===== src/rtl/rtcal_pkg.sv =====
package rtcal_pkg;

  localparam int          DATA_W        = 32;
  localparam int          ADDR_W        = 8;
  localparam int          REG_W         = 8;

  localparam logic [7:0]  OFS_SEC_MATCH = 8'h00;
  localparam logic [7:0]  OFS_MIN_MATCH = 8'h04;
  localparam logic [7:0]  OFS_HR_MATCH  = 8'h08;
  localparam logic [7:0]  OFS_DT_MATCH  = 8'h0C;
  localparam logic [7:0]  OFS_MO_MATCH  = 8'h10;
  localparam logic [7:0]  OFS_WD_MATCH  = 8'h14;
  localparam logic [7:0]  OFS_IRQ_CTRL  = 8'h18;
  localparam logic [7:0]  OFS_STATUS    = 8'h1C;
  localparam logic [7:0]  OFS_CLEAR     = 8'h20;
  localparam logic [7:0]  OFS_IRQ_EN    = 8'h24;

  localparam int          MATCH_EN_BIT  = 7;
  localparam int          MATCH_VAL_MSB = 6;
  localparam int          CTRL_ALARM0_ENABLE_BIT = 5;
  localparam int          CTRL_IM_BIT   = 7;
  localparam int          STAT_AL0_BIT  = 0;
  localparam int          STAT_W        = 1;

  localparam logic [7:0]  REG_RST       = 8'h00;
  localparam logic [0:0]  STAT_RST      = 1'h0;

  localparam int          CLK_PERIOD_NS = 5;
  localparam int          PULSE_NS      = 40;
  localparam int          PULSE_CYCLES  = (PULSE_NS + CLK_PERIOD_NS - 1)
                                          / CLK_PERIOD_NS;
  localparam int          CNT_W         = 8;
  localparam logic [7:0]  CNT_ZERO      = 8'h00;
  localparam logic [7:0]  CNT_ONE       = 8'h01;

  typedef struct packed
  {
    logic [7:0] second;
    logic [7:0] minute;
    logic [7:0] hour;
    logic [7:0] date;
    logic [7:0] month;
    logic [7:0] weekday;
  } rtcal_time_t;

  typedef struct packed
  {
    logic              psel;
    logic              penable;
    logic              pwrite;
    logic [ADDR_W-1:0] paddr;
    logic [DATA_W-1:0] pwdata;
  } rtcal_apb_req_t;

  typedef struct packed
  {
    logic [DATA_W-1:0] prdata;
    logic              pready;
    logic              pslverr;
  } rtcal_apb_rsp_t;

  typedef enum logic [2:0]
  {
    PIN_IDLE  = 3'b001,
    PIN_HOLD  = 3'b010,
    PIN_PULSE = 3'b100
  } rtcal_pin_state_t;

endpackage


===== src/rtl/rtcal_alarm0.sv =====
// The register addresses and the APB interface to the registers were chosen for this implementation.
`timescale 1ns/100ps
// Functional notes
// RL1: Alarm 0 events occur only while the enable bit 5 of control is set.
// RL2: Match bit 7 enables the field; low bits hold BCD value; zero excludes.
// RL3: Compare only when the running time advances into a new second.
// RL4: A match sets the alarm 0 flag and drives the output pin low.
// RL5: Mode bit 7 set gives a pin pulse on every match, repeating.
// RL6: Pulsed mode sets the flag each trigger; clearing it is not required.
// RL7: Mode bit clear gives a single-event alarm held until flag clear.
// RL8: Host uses read-modify-write on control to keep other bits intact.
module rtcal_alarm0
(
  input  wire logic                 clk,
  input  wire logic                 rst,
  input  wire rtcal_pkg::rtcal_apb_req_t apbReq,
  output rtcal_pkg::rtcal_apb_rsp_t apbRsp,
  input  wire rtcal_pkg::rtcal_time_t    timeNow,
  input  wire logic                 timeAdvance,
  output logic                      alarmOrClockOutPinN,
  output logic                      irq
);

  logic [7:0]                  secMatch_ff;
  logic [7:0]                  minMatch_ff;
  logic [7:0]                  hrMatch_ff;
  logic [7:0]                  dtMatch_ff;
  logic [7:0]                  moMatch_ff;
  logic [7:0]                  wdMatch_ff;
  logic [7:0]                  ctrl_ff;
  logic [0:0]                  alarm0Flag_ff;
  logic [0:0]                  irqEn_ff;
  logic [7:0]                  pulseCnt_ff;
  logic [7:0]                  nxt_pulseCnt;
  logic [31:0]                 prdata_ff;
  logic [31:0]                 nxt_prdata;
  logic                        pslverr_ff;
  logic                        pinN_ff;
  logic                        nxt_pinN;
  rtcal_pkg::rtcal_pin_state_t pinState_ff;
  rtcal_pkg::rtcal_pin_state_t nxt_pinState;
  logic                        setupPhase;
  logic                        wrStrobe;
  logic                        mapped;
  logic                        anyFieldOn;
  logic                        allMatch;
  logic                        alarmEnable;
  logic                        pulseMode;
  logic                        alarmEvent;
  logic                        flagClear;

  // The pulse length is a whole number of clock cycles, rounded up.
  localparam logic [7:0] CNT_LOAD = 8'(rtcal_pkg::PULSE_CYCLES);

  function automatic logic fieldOn
  (
    input logic [7:0] matchReg
  );
    return matchReg[rtcal_pkg::MATCH_EN_BIT];
  endfunction

  // A field with its enable bit clear always matches.
  function automatic logic fieldMatch
  (
    input logic [7:0] matchReg,
    input logic [7:0] nowVal
  );
    logic hit;
    hit = matchReg[rtcal_pkg::MATCH_VAL_MSB:0]
          == nowVal[rtcal_pkg::MATCH_VAL_MSB:0];
    return !fieldOn(matchReg) || hit;
  endfunction

  // Unmapped offsets answer with an error and read as zero.
  function automatic logic isMapped
  (
    input logic [7:0] addr
  );
    logic ok;
    case (addr)
      rtcal_pkg::OFS_SEC_MATCH,
      rtcal_pkg::OFS_MIN_MATCH,
      rtcal_pkg::OFS_HR_MATCH,
      rtcal_pkg::OFS_DT_MATCH,
      rtcal_pkg::OFS_MO_MATCH,
      rtcal_pkg::OFS_WD_MATCH,
      rtcal_pkg::OFS_IRQ_CTRL,
      rtcal_pkg::OFS_STATUS,
      rtcal_pkg::OFS_CLEAR,
      rtcal_pkg::OFS_IRQ_EN:
        ok = 1'b1;
      default:
        ok = 1'b0;
    endcase
    return ok;
  endfunction

  // One decode for the control, interrupt enable and clear writes keeps the strobes consistent.
  function automatic logic regWrite
  (
    input logic       strobe,
    input logic [7:0] addr,
    input logic [7:0] target
  );
    return strobe && addr == target;
  endfunction

  // The slave answers in the first access cycle, so pready is always high.
  assign setupPhase = apbReq.psel && !apbReq.penable;
  assign mapped     = isMapped(apbReq.paddr);
  assign wrStrobe   = apbReq.psel && apbReq.penable && apbReq.pwrite
                      && mapped;

  assign apbRsp = '{prdata:  prdata_ff,
                    pready:  1'b1,
                    pslverr: pslverr_ff};

  // Match registers are plain storage; the compare reads them every cycle.
  always_ff @(posedge clk or posedge rst)
  begin
    if (rst)
    begin
      secMatch_ff <= rtcal_pkg::REG_RST;
      minMatch_ff <= rtcal_pkg::REG_RST;
      hrMatch_ff  <= rtcal_pkg::REG_RST;
      dtMatch_ff  <= rtcal_pkg::REG_RST;
      moMatch_ff  <= rtcal_pkg::REG_RST;
      wdMatch_ff  <= rtcal_pkg::REG_RST;
    end
    else if (wrStrobe)
    begin
      case (apbReq.paddr)
        rtcal_pkg::OFS_SEC_MATCH: secMatch_ff <= apbReq.pwdata[7:0];
        rtcal_pkg::OFS_MIN_MATCH: minMatch_ff <= apbReq.pwdata[7:0];
        rtcal_pkg::OFS_HR_MATCH:  hrMatch_ff  <= apbReq.pwdata[7:0];
        rtcal_pkg::OFS_DT_MATCH:  dtMatch_ff  <= apbReq.pwdata[7:0];
        rtcal_pkg::OFS_MO_MATCH:  moMatch_ff  <= apbReq.pwdata[7:0];
        rtcal_pkg::OFS_WD_MATCH:  wdMatch_ff  <= apbReq.pwdata[7:0];
        default:
        begin
        end
      endcase
    end
  end

  // All eight bits are kept, so bits outside enable and mode survive a
  // read-modify-write by the host.
  always_ff @(posedge clk or posedge rst)
  begin
    if (rst)
    begin
      ctrl_ff <= rtcal_pkg::REG_RST;
    end
    else if (regWrite(wrStrobe, apbReq.paddr, rtcal_pkg::OFS_IRQ_CTRL))
    begin
      ctrl_ff <= apbReq.pwdata[7:0]; // [RL8]
    end
  end

  always_ff @(posedge clk or posedge rst)
  begin
    if (rst)
    begin
      irqEn_ff <= rtcal_pkg::STAT_RST;
    end
    else if (regWrite(wrStrobe, apbReq.paddr, rtcal_pkg::OFS_IRQ_EN))
    begin
      irqEn_ff <= apbReq.pwdata[rtcal_pkg::STAT_AL0_BIT];
    end
  end

  assign alarmEnable = ctrl_ff[rtcal_pkg::CTRL_ALARM0_ENABLE_BIT];
  assign pulseMode   = ctrl_ff[rtcal_pkg::CTRL_IM_BIT];

  // A register of all zero excludes its field; with no field enabled the
  // alarm would fire every second, which is treated as not armed.
  assign anyFieldOn = fieldOn(secMatch_ff)
                      || fieldOn(minMatch_ff)
                      || fieldOn(hrMatch_ff)
                      || fieldOn(dtMatch_ff)
                      || fieldOn(moMatch_ff)
                      || fieldOn(wdMatch_ff); // [RL2]

  assign allMatch = fieldMatch(secMatch_ff, timeNow.second)
                    && fieldMatch(minMatch_ff, timeNow.minute)
                    && fieldMatch(hrMatch_ff, timeNow.hour)
                    && fieldMatch(dtMatch_ff, timeNow.date)
                    && fieldMatch(moMatch_ff, timeNow.month)
                    && fieldMatch(wdMatch_ff, timeNow.weekday); // [RL2]

  // Single-event mode ignores matches while the previous flag is pending;
  // pulsed mode triggers on every match.
  assign alarmEvent = timeAdvance && anyFieldOn && allMatch // [RL3]
                      && alarmEnable // [RL1]
                      && (pulseMode || !alarm0Flag_ff[0]); // [RL7] [RL5]

  assign flagClear = regWrite(wrStrobe, apbReq.paddr, rtcal_pkg::OFS_CLEAR)
                     && apbReq.pwdata[rtcal_pkg::STAT_AL0_BIT];

  // The set wins when an event and a clear meet in one cycle.
  always_ff @(posedge clk or posedge rst)
  begin
    if (rst)
    begin
      alarm0Flag_ff <= rtcal_pkg::STAT_RST;
    end
    else if (alarmEvent)
    begin
      alarm0Flag_ff <= 1'h1; // [RL4] [RL6]
    end
    else if (flagClear)
    begin
      alarm0Flag_ff <= rtcal_pkg::STAT_RST;
    end
  end

  // The interrupt is registered so it never glitches; as a limitation it
  // trails the flag by one cycle.
  always_ff @(posedge clk or posedge rst)
  begin
    if (rst)
    begin
      irq <= 1'b0;
    end
    else
    begin
      irq <= |(alarm0Flag_ff & irqEn_ff);
    end
  end

  // A match inside a running pulse restarts the count, so close alarms
  // merge into one longer pulse instead of a glitch on the pin.
  always_comb
  begin
    nxt_pinState = pinState_ff;
    nxt_pulseCnt = pulseCnt_ff;
    nxt_pinN     = 1'b1;
    case (pinState_ff)
      rtcal_pkg::PIN_IDLE:
      begin
        if (alarmEvent && pulseMode)
        begin
          nxt_pinState = rtcal_pkg::PIN_PULSE;
          nxt_pulseCnt = CNT_LOAD; // [RL5]
          nxt_pinN     = 1'b0;
        end
        else if (alarmEvent)
        begin
          nxt_pinState = rtcal_pkg::PIN_HOLD;
          nxt_pinN     = 1'b0; // [RL4]
        end
      end
      rtcal_pkg::PIN_HOLD:
      begin
        // The pin stays low until software clears the flag.
        if (flagClear && !alarmEvent)
        begin
          nxt_pinState = rtcal_pkg::PIN_IDLE;
        end
        else
        begin
          nxt_pinN = 1'b0; // [RL7]
        end
      end
      rtcal_pkg::PIN_PULSE:
      begin
        // The pulse ends on its own; the flag plays no part here.
        if (alarmEvent)
        begin
          nxt_pulseCnt = CNT_LOAD;
          nxt_pinN     = 1'b0;
        end
        else if (pulseCnt_ff == rtcal_pkg::CNT_ONE)
        begin
          nxt_pinState = rtcal_pkg::PIN_IDLE;
          nxt_pulseCnt = rtcal_pkg::CNT_ZERO;
        end
        else
        begin
          nxt_pulseCnt = pulseCnt_ff - rtcal_pkg::CNT_ONE; // [RL6]
          nxt_pinN     = 1'b0;
        end
      end
      default:
      begin
        nxt_pinState = rtcal_pkg::PIN_IDLE;
        nxt_pulseCnt = rtcal_pkg::CNT_ZERO;
      end
    endcase
  end

  always_ff @(posedge clk or posedge rst)
  begin
    if (rst)
    begin
      pinState_ff <= rtcal_pkg::PIN_IDLE;
      pulseCnt_ff <= rtcal_pkg::CNT_ZERO;
      pinN_ff     <= 1'b1;
    end
    else
    begin
      pinState_ff <= nxt_pinState;
      pulseCnt_ff <= nxt_pulseCnt;
      pinN_ff     <= nxt_pinN;
    end
  end

  assign alarmOrClockOutPinN = pinN_ff;

  // Read data is captured in the setup cycle so that it is stable
  // throughout the single access cycle.
  always_comb
  begin
    nxt_prdata = '0;
    case (apbReq.paddr)
      rtcal_pkg::OFS_SEC_MATCH: nxt_prdata[7:0] = secMatch_ff;
      rtcal_pkg::OFS_MIN_MATCH: nxt_prdata[7:0] = minMatch_ff;
      rtcal_pkg::OFS_HR_MATCH:  nxt_prdata[7:0] = hrMatch_ff;
      rtcal_pkg::OFS_DT_MATCH:  nxt_prdata[7:0] = dtMatch_ff;
      rtcal_pkg::OFS_MO_MATCH:  nxt_prdata[7:0] = moMatch_ff;
      rtcal_pkg::OFS_WD_MATCH:  nxt_prdata[7:0] = wdMatch_ff;
      rtcal_pkg::OFS_IRQ_CTRL:  nxt_prdata[7:0] = ctrl_ff;
      rtcal_pkg::OFS_STATUS:
        nxt_prdata[rtcal_pkg::STAT_AL0_BIT] = alarm0Flag_ff[0];
      rtcal_pkg::OFS_IRQ_EN:
        nxt_prdata[rtcal_pkg::STAT_AL0_BIT] = irqEn_ff[0];
      default:
        nxt_prdata = '0;
    endcase
  end

  always_ff @(posedge clk or posedge rst)
  begin
    if (rst)
    begin
      prdata_ff  <= '0;
      pslverr_ff <= 1'b0;
    end
    else if (setupPhase)
    begin
      prdata_ff  <= apbReq.pwrite ? '0 : nxt_prdata;
      pslverr_ff <= !mapped;
    end
  end

endmodule


===== config.mk =====
export PLATFORM = sky130hd
export DESIGN_NAME = rtcal_alarm0
export DESIGN_NICKNAME = d
export VERILOG_FILES = /design/src/rtl/rtcal_pkg.sv /design/src/rtl/rtcal_alarm0.sv
export SDC_FILE = /design/constraint.sdc
export NUM_CORES = 1
export LEC_CHECK = 0
export ABC_CLOCK_PERIOD_IN_PS = 3700
export BUFFER_PORTS_ARGS = -buffer_cell sky130_fd_sc_hd__buf_2
export CAP_MARGIN = 25
export CORE_MARGIN = 3
export CORE_UTILIZATION = 53
export CTS_CLUSTER_DIAMETER = 60
export DETAILED_ROUTE_END_ITERATION = 8
export GPL_ROUTABILITY_DRIVEN = 0
export PLACE_DENSITY = 0.81
export SLEW_MARGIN = 20
export SYNTH_ARGS = -nofsm -noshare
export SYNTH_HDL_FRONTEND = slang
export SYNTH_SLANG_ARGS = --single-unit

===== constraint.sdc =====
create_clock -name clk -period 3.7 [get_ports clk]
set_input_delay 1.11 -clock clk [delete_from_list [all_inputs] [get_ports clk]]
set_output_delay 1.11 -clock clk [all_outputs]
set_load 0.05 [all_outputs]

==> summary.txt <==
Run status
  – Status: completed

Timing
  – Fin. max-slew vios: 0
  – Final Critical Period: 2.90 ns
  – Clk_skew: slightly below 0.009 ns
  – Post-Route Setup TNS: 0 ns
  – Final worst slack: 0.802 ns
  – RSZ-0062 raised after global routing: false
  – Part of the cycle the worst path needs: between 70% and 80%
  – Hold WS: between 0.4 and 0.5 ns
  – Final setup fails: 0
  – Endpoints failing hold: 0
  – Worst slew pin tran: ~0.68 ns
  – Worst slew margin: 54.7%
  – Peak Freq: ~350 MHz

Synth
  – Register area share after synthesis: between 40% and 50%
  – Distinct cells, synth: 57
  – EDFF count, synth: 0
  – Synth Flop Type: dfrtp_1
  – Cell Area, Synth: between 0.004 and 0.005 mm2
  – Ys async rst share: 100%
  – Gate Count Post-Synth: 406
  – Synthesis-stage register bit count: 80
  – Warnings from Yosys: 0
  – Synthesized area per cell: around 11 um2

GRT
  – First-pass GRT wire length: between 15000 and 20000 um
  – Vias in the first global route: roughly 3.6k
  – Antenna violations before repair: 0
  – Overflow after GRT: 0
  – GRT Total Usage: between 20% and 30%
  – Largest net degree at the start of global routing: between 40 and 50

Drt
  – Remaining antenna violation count: 0
  – DR top layer: met4
  – Residual DRC: 0
  – Routed WL: about 12000 um
  – TritonRoute pass-1 iters: 5
  – Met3 Routed Length: just over 800 um
  – Met2 routed WL: between 5000 and 6000 um
  – Routed WL per cell: between 15 and 20 um
  – Vias per cell: ~5.9
  – WL met1: between 5000 and 6000 um
  – Initial drt markers: 242
  – Via count: roughly 3.5k

Power and ir drop
  – Lkg Pwr: ~2.5 nW
  – VDD IR max: around 260 uV
  – Final total power: roughly 1.7 mW
  – PwrDens: roughly 320 mW/mm2

Setup path
  – Worst Path Max Fanout: 12
  – R2R depth: 6
  – Crit. End Element: flip-flop
  – R2r endpoint: alarmOrClockOutPinN
  – Worst EP arrival: 3.14 ns
  – Crit path cell chain: buf_2, o21ai_1, and3_1, nand4_4, nor4_4, buf_4, mux2_2
  – R2r startpoint: secMatch_ff[0]
  – Slowest stage delay, CP: around 0.57 ns
  – Type of origin of the critical path: primary input
  – CP max stage cell: nor4_4
  – R2R Setup Slk: approximately 1.3 ns
  – Crit Path Class: primary input to flip-flop
  – Crit path from: apbReq[36]
  – Required time worst endpoint: 3.94 ns

Hold path
  – Hold path startpoint: prdata_ff[5]
  – Worst hold path type: flip-flop to flip-flop
  – Min-Delay Endpoint: prdata_ff[5]
  – Hold path depth: 1

Floorplanning
  – I/O Pins: 130
  – Die X-Extent: 99.1 um
  – Starting density of the core: a little under three fifths
  – Die footprint: slightly below 0.01 mm2
  – # rows: 33
  – Die Y: just under 100 um
  – Core area: 0.00830 mm2

Clocking
  – Skew-Pair Late Insertion Delay: 0.36 ns
  – Post-CTS resize count: 0
  – Htree depth: 3
  – Clock tree buffer depth: 2
  – Clock Sinks: 80
  – CTS Root Buffer Type: clkbuf_8
  – Clock buffer count from CTS: 9
  – Hold buffers post-CTS: 0
  – Post-CTS Repair Setup Buffers: 0
  – Clk slew on worst S/H paths: around 0.080 ns
  – CTS tree: done

Job
  – Max-capacitance violation count: 0

Finish
  – Final Cell Area: approximately 0.0053 mm2
  – N_diodes: 0
  – Area delta synth->final: 14.2%
  – Fin util: approximately 63%
  – Share of cells above drive strength 1: roughly a third
  – Nets: 588
  – Most common cell after layout, fill and taps aside: dfrtp_1
  – Commonest non-fill, non-tap cells in the layout: dfrtp_1 (78), buf_2 (74), mux2_2 (54), xnor2_1 (25), conb_1 (25)
  – Non-filler cells, final: approximately 600

Place
  – Post-place setup slack: 0.444 ns
  – Post-DP HPWL: about 8700 um
  – Buffers on Ports: 74
  – Placed Cells: a little under 600
  – Placed Area: 0.00506 mm2
[flip-flops by register name, summed over array words and instances, names as in the netlist]
name                 flops
moMatch_ff               8
irqEn_ff                 1
wdMatch_ff               8
pslverr_ff               1
pinState_ff              3
alarmOrClockOutPinN      1
hrMatch_ff               8
alarm0Flag_ff            1
irq                      1
secMatch_ff              8
dtMatch_ff               8
ctrl_ff                  8
minMatch_ff              8
pulseCnt_ff              8
prdata_ff                8
[layout make-up]
type,instances,area [um2]
multi-input combinational,306,2410
inverter,8,31.3
clock inverter,5,38.8
sequential,80,2000
tap,105,131
timing repair buffer,87,480
clock buffer,11,151
fill,661,3050
[worst max-delay path by stage]
stage,end,slack (ns),cells past startpoint
2_1_floorplan,alarm0Flag_ff,0.54,1
3_3_place_gp,ctrl_ff[4],0.54,7
3_5_place_dp,ctrl_ff[5],0.44,7
4_1_cts,ctrl_ff[5],0.82,7
5_1_grt,ctrl_ff[7],0.68,7
6_report,ctrl_ff[5],0.80,7
[power by group]
| group | switching (mW) | internal [mW] | total, mW | leakage [nW] |
|---|---|---|---|---|
| Combinational | 0.135 | 0.0493 | 0.185 | 1.36 |
| Sequential | 0.00124 | 0.875 | 0.877 | 1.08 |
| Clock | 0.336 | 0.284 | 0.620 | 0.0959 |
[worst max-delay path, delay by kind of cell]
family	cells	cell delay, ns
buf+inv	2	0.47
simple gates	3	1.07
mux	1	0.33
compound gates	1	0.16
[synth_stat cells (5+ instances only)]
cell type / number / area [um2]
a21o_1: 7 / 52.6
a21oi_1: 7 / 35.0
a22oi_1: 16 / 120
a2bb2oi_1: 7 / 61.3
a31oi_1: 7 / 43.8
buf_2: 5 / 25.0
buf_4: 26 / 195
dfrtp_1: 78 / 1950
inv_1: 8 / 30.0
mux2_2: 54 / 608
mux2i_1: 9 / 90.1
nand2_1: 20 / 75.1
nand2b_1: 5 / 31.3
nand4_1: 8 / 50.1
nor2_1: 15 / 56.3
nor3_1: 8 / 40.0
o21ai_0: 13 / 65.1
o41ai_1: 5 / 43.8
xnor2_1: 25 / 219
xor2_1: 19 / 166
[kinds of logic after synthesis]
group / count (synthesis) / share of synthesized area (%)
other: 2 / 0.163
AOI/OAI and AO/OA: 82 / 13.4
and+or+nand+nor: 87 / 12.2
xor gates and xnor gates: 44 / 8.39
buffers and inverters: 43 / 5.77
adders and majority gates: 2 / 0.544
muxes: 66 / 15.9
DFF: 80 / 43.6
[routing by layer]
| layer | global-route usage, % | vias to the layer above |
|---|---|---|
| met4 | 5.25 | 0 |
| met3 | 4.98 | 12 |
| met2 | 39.0 | 160 |
| met5 | 0 | - |
| li1 | - | 1631 |
| met1 | 34.0 | 1722 |
Power figures use the tool's default switching activity.
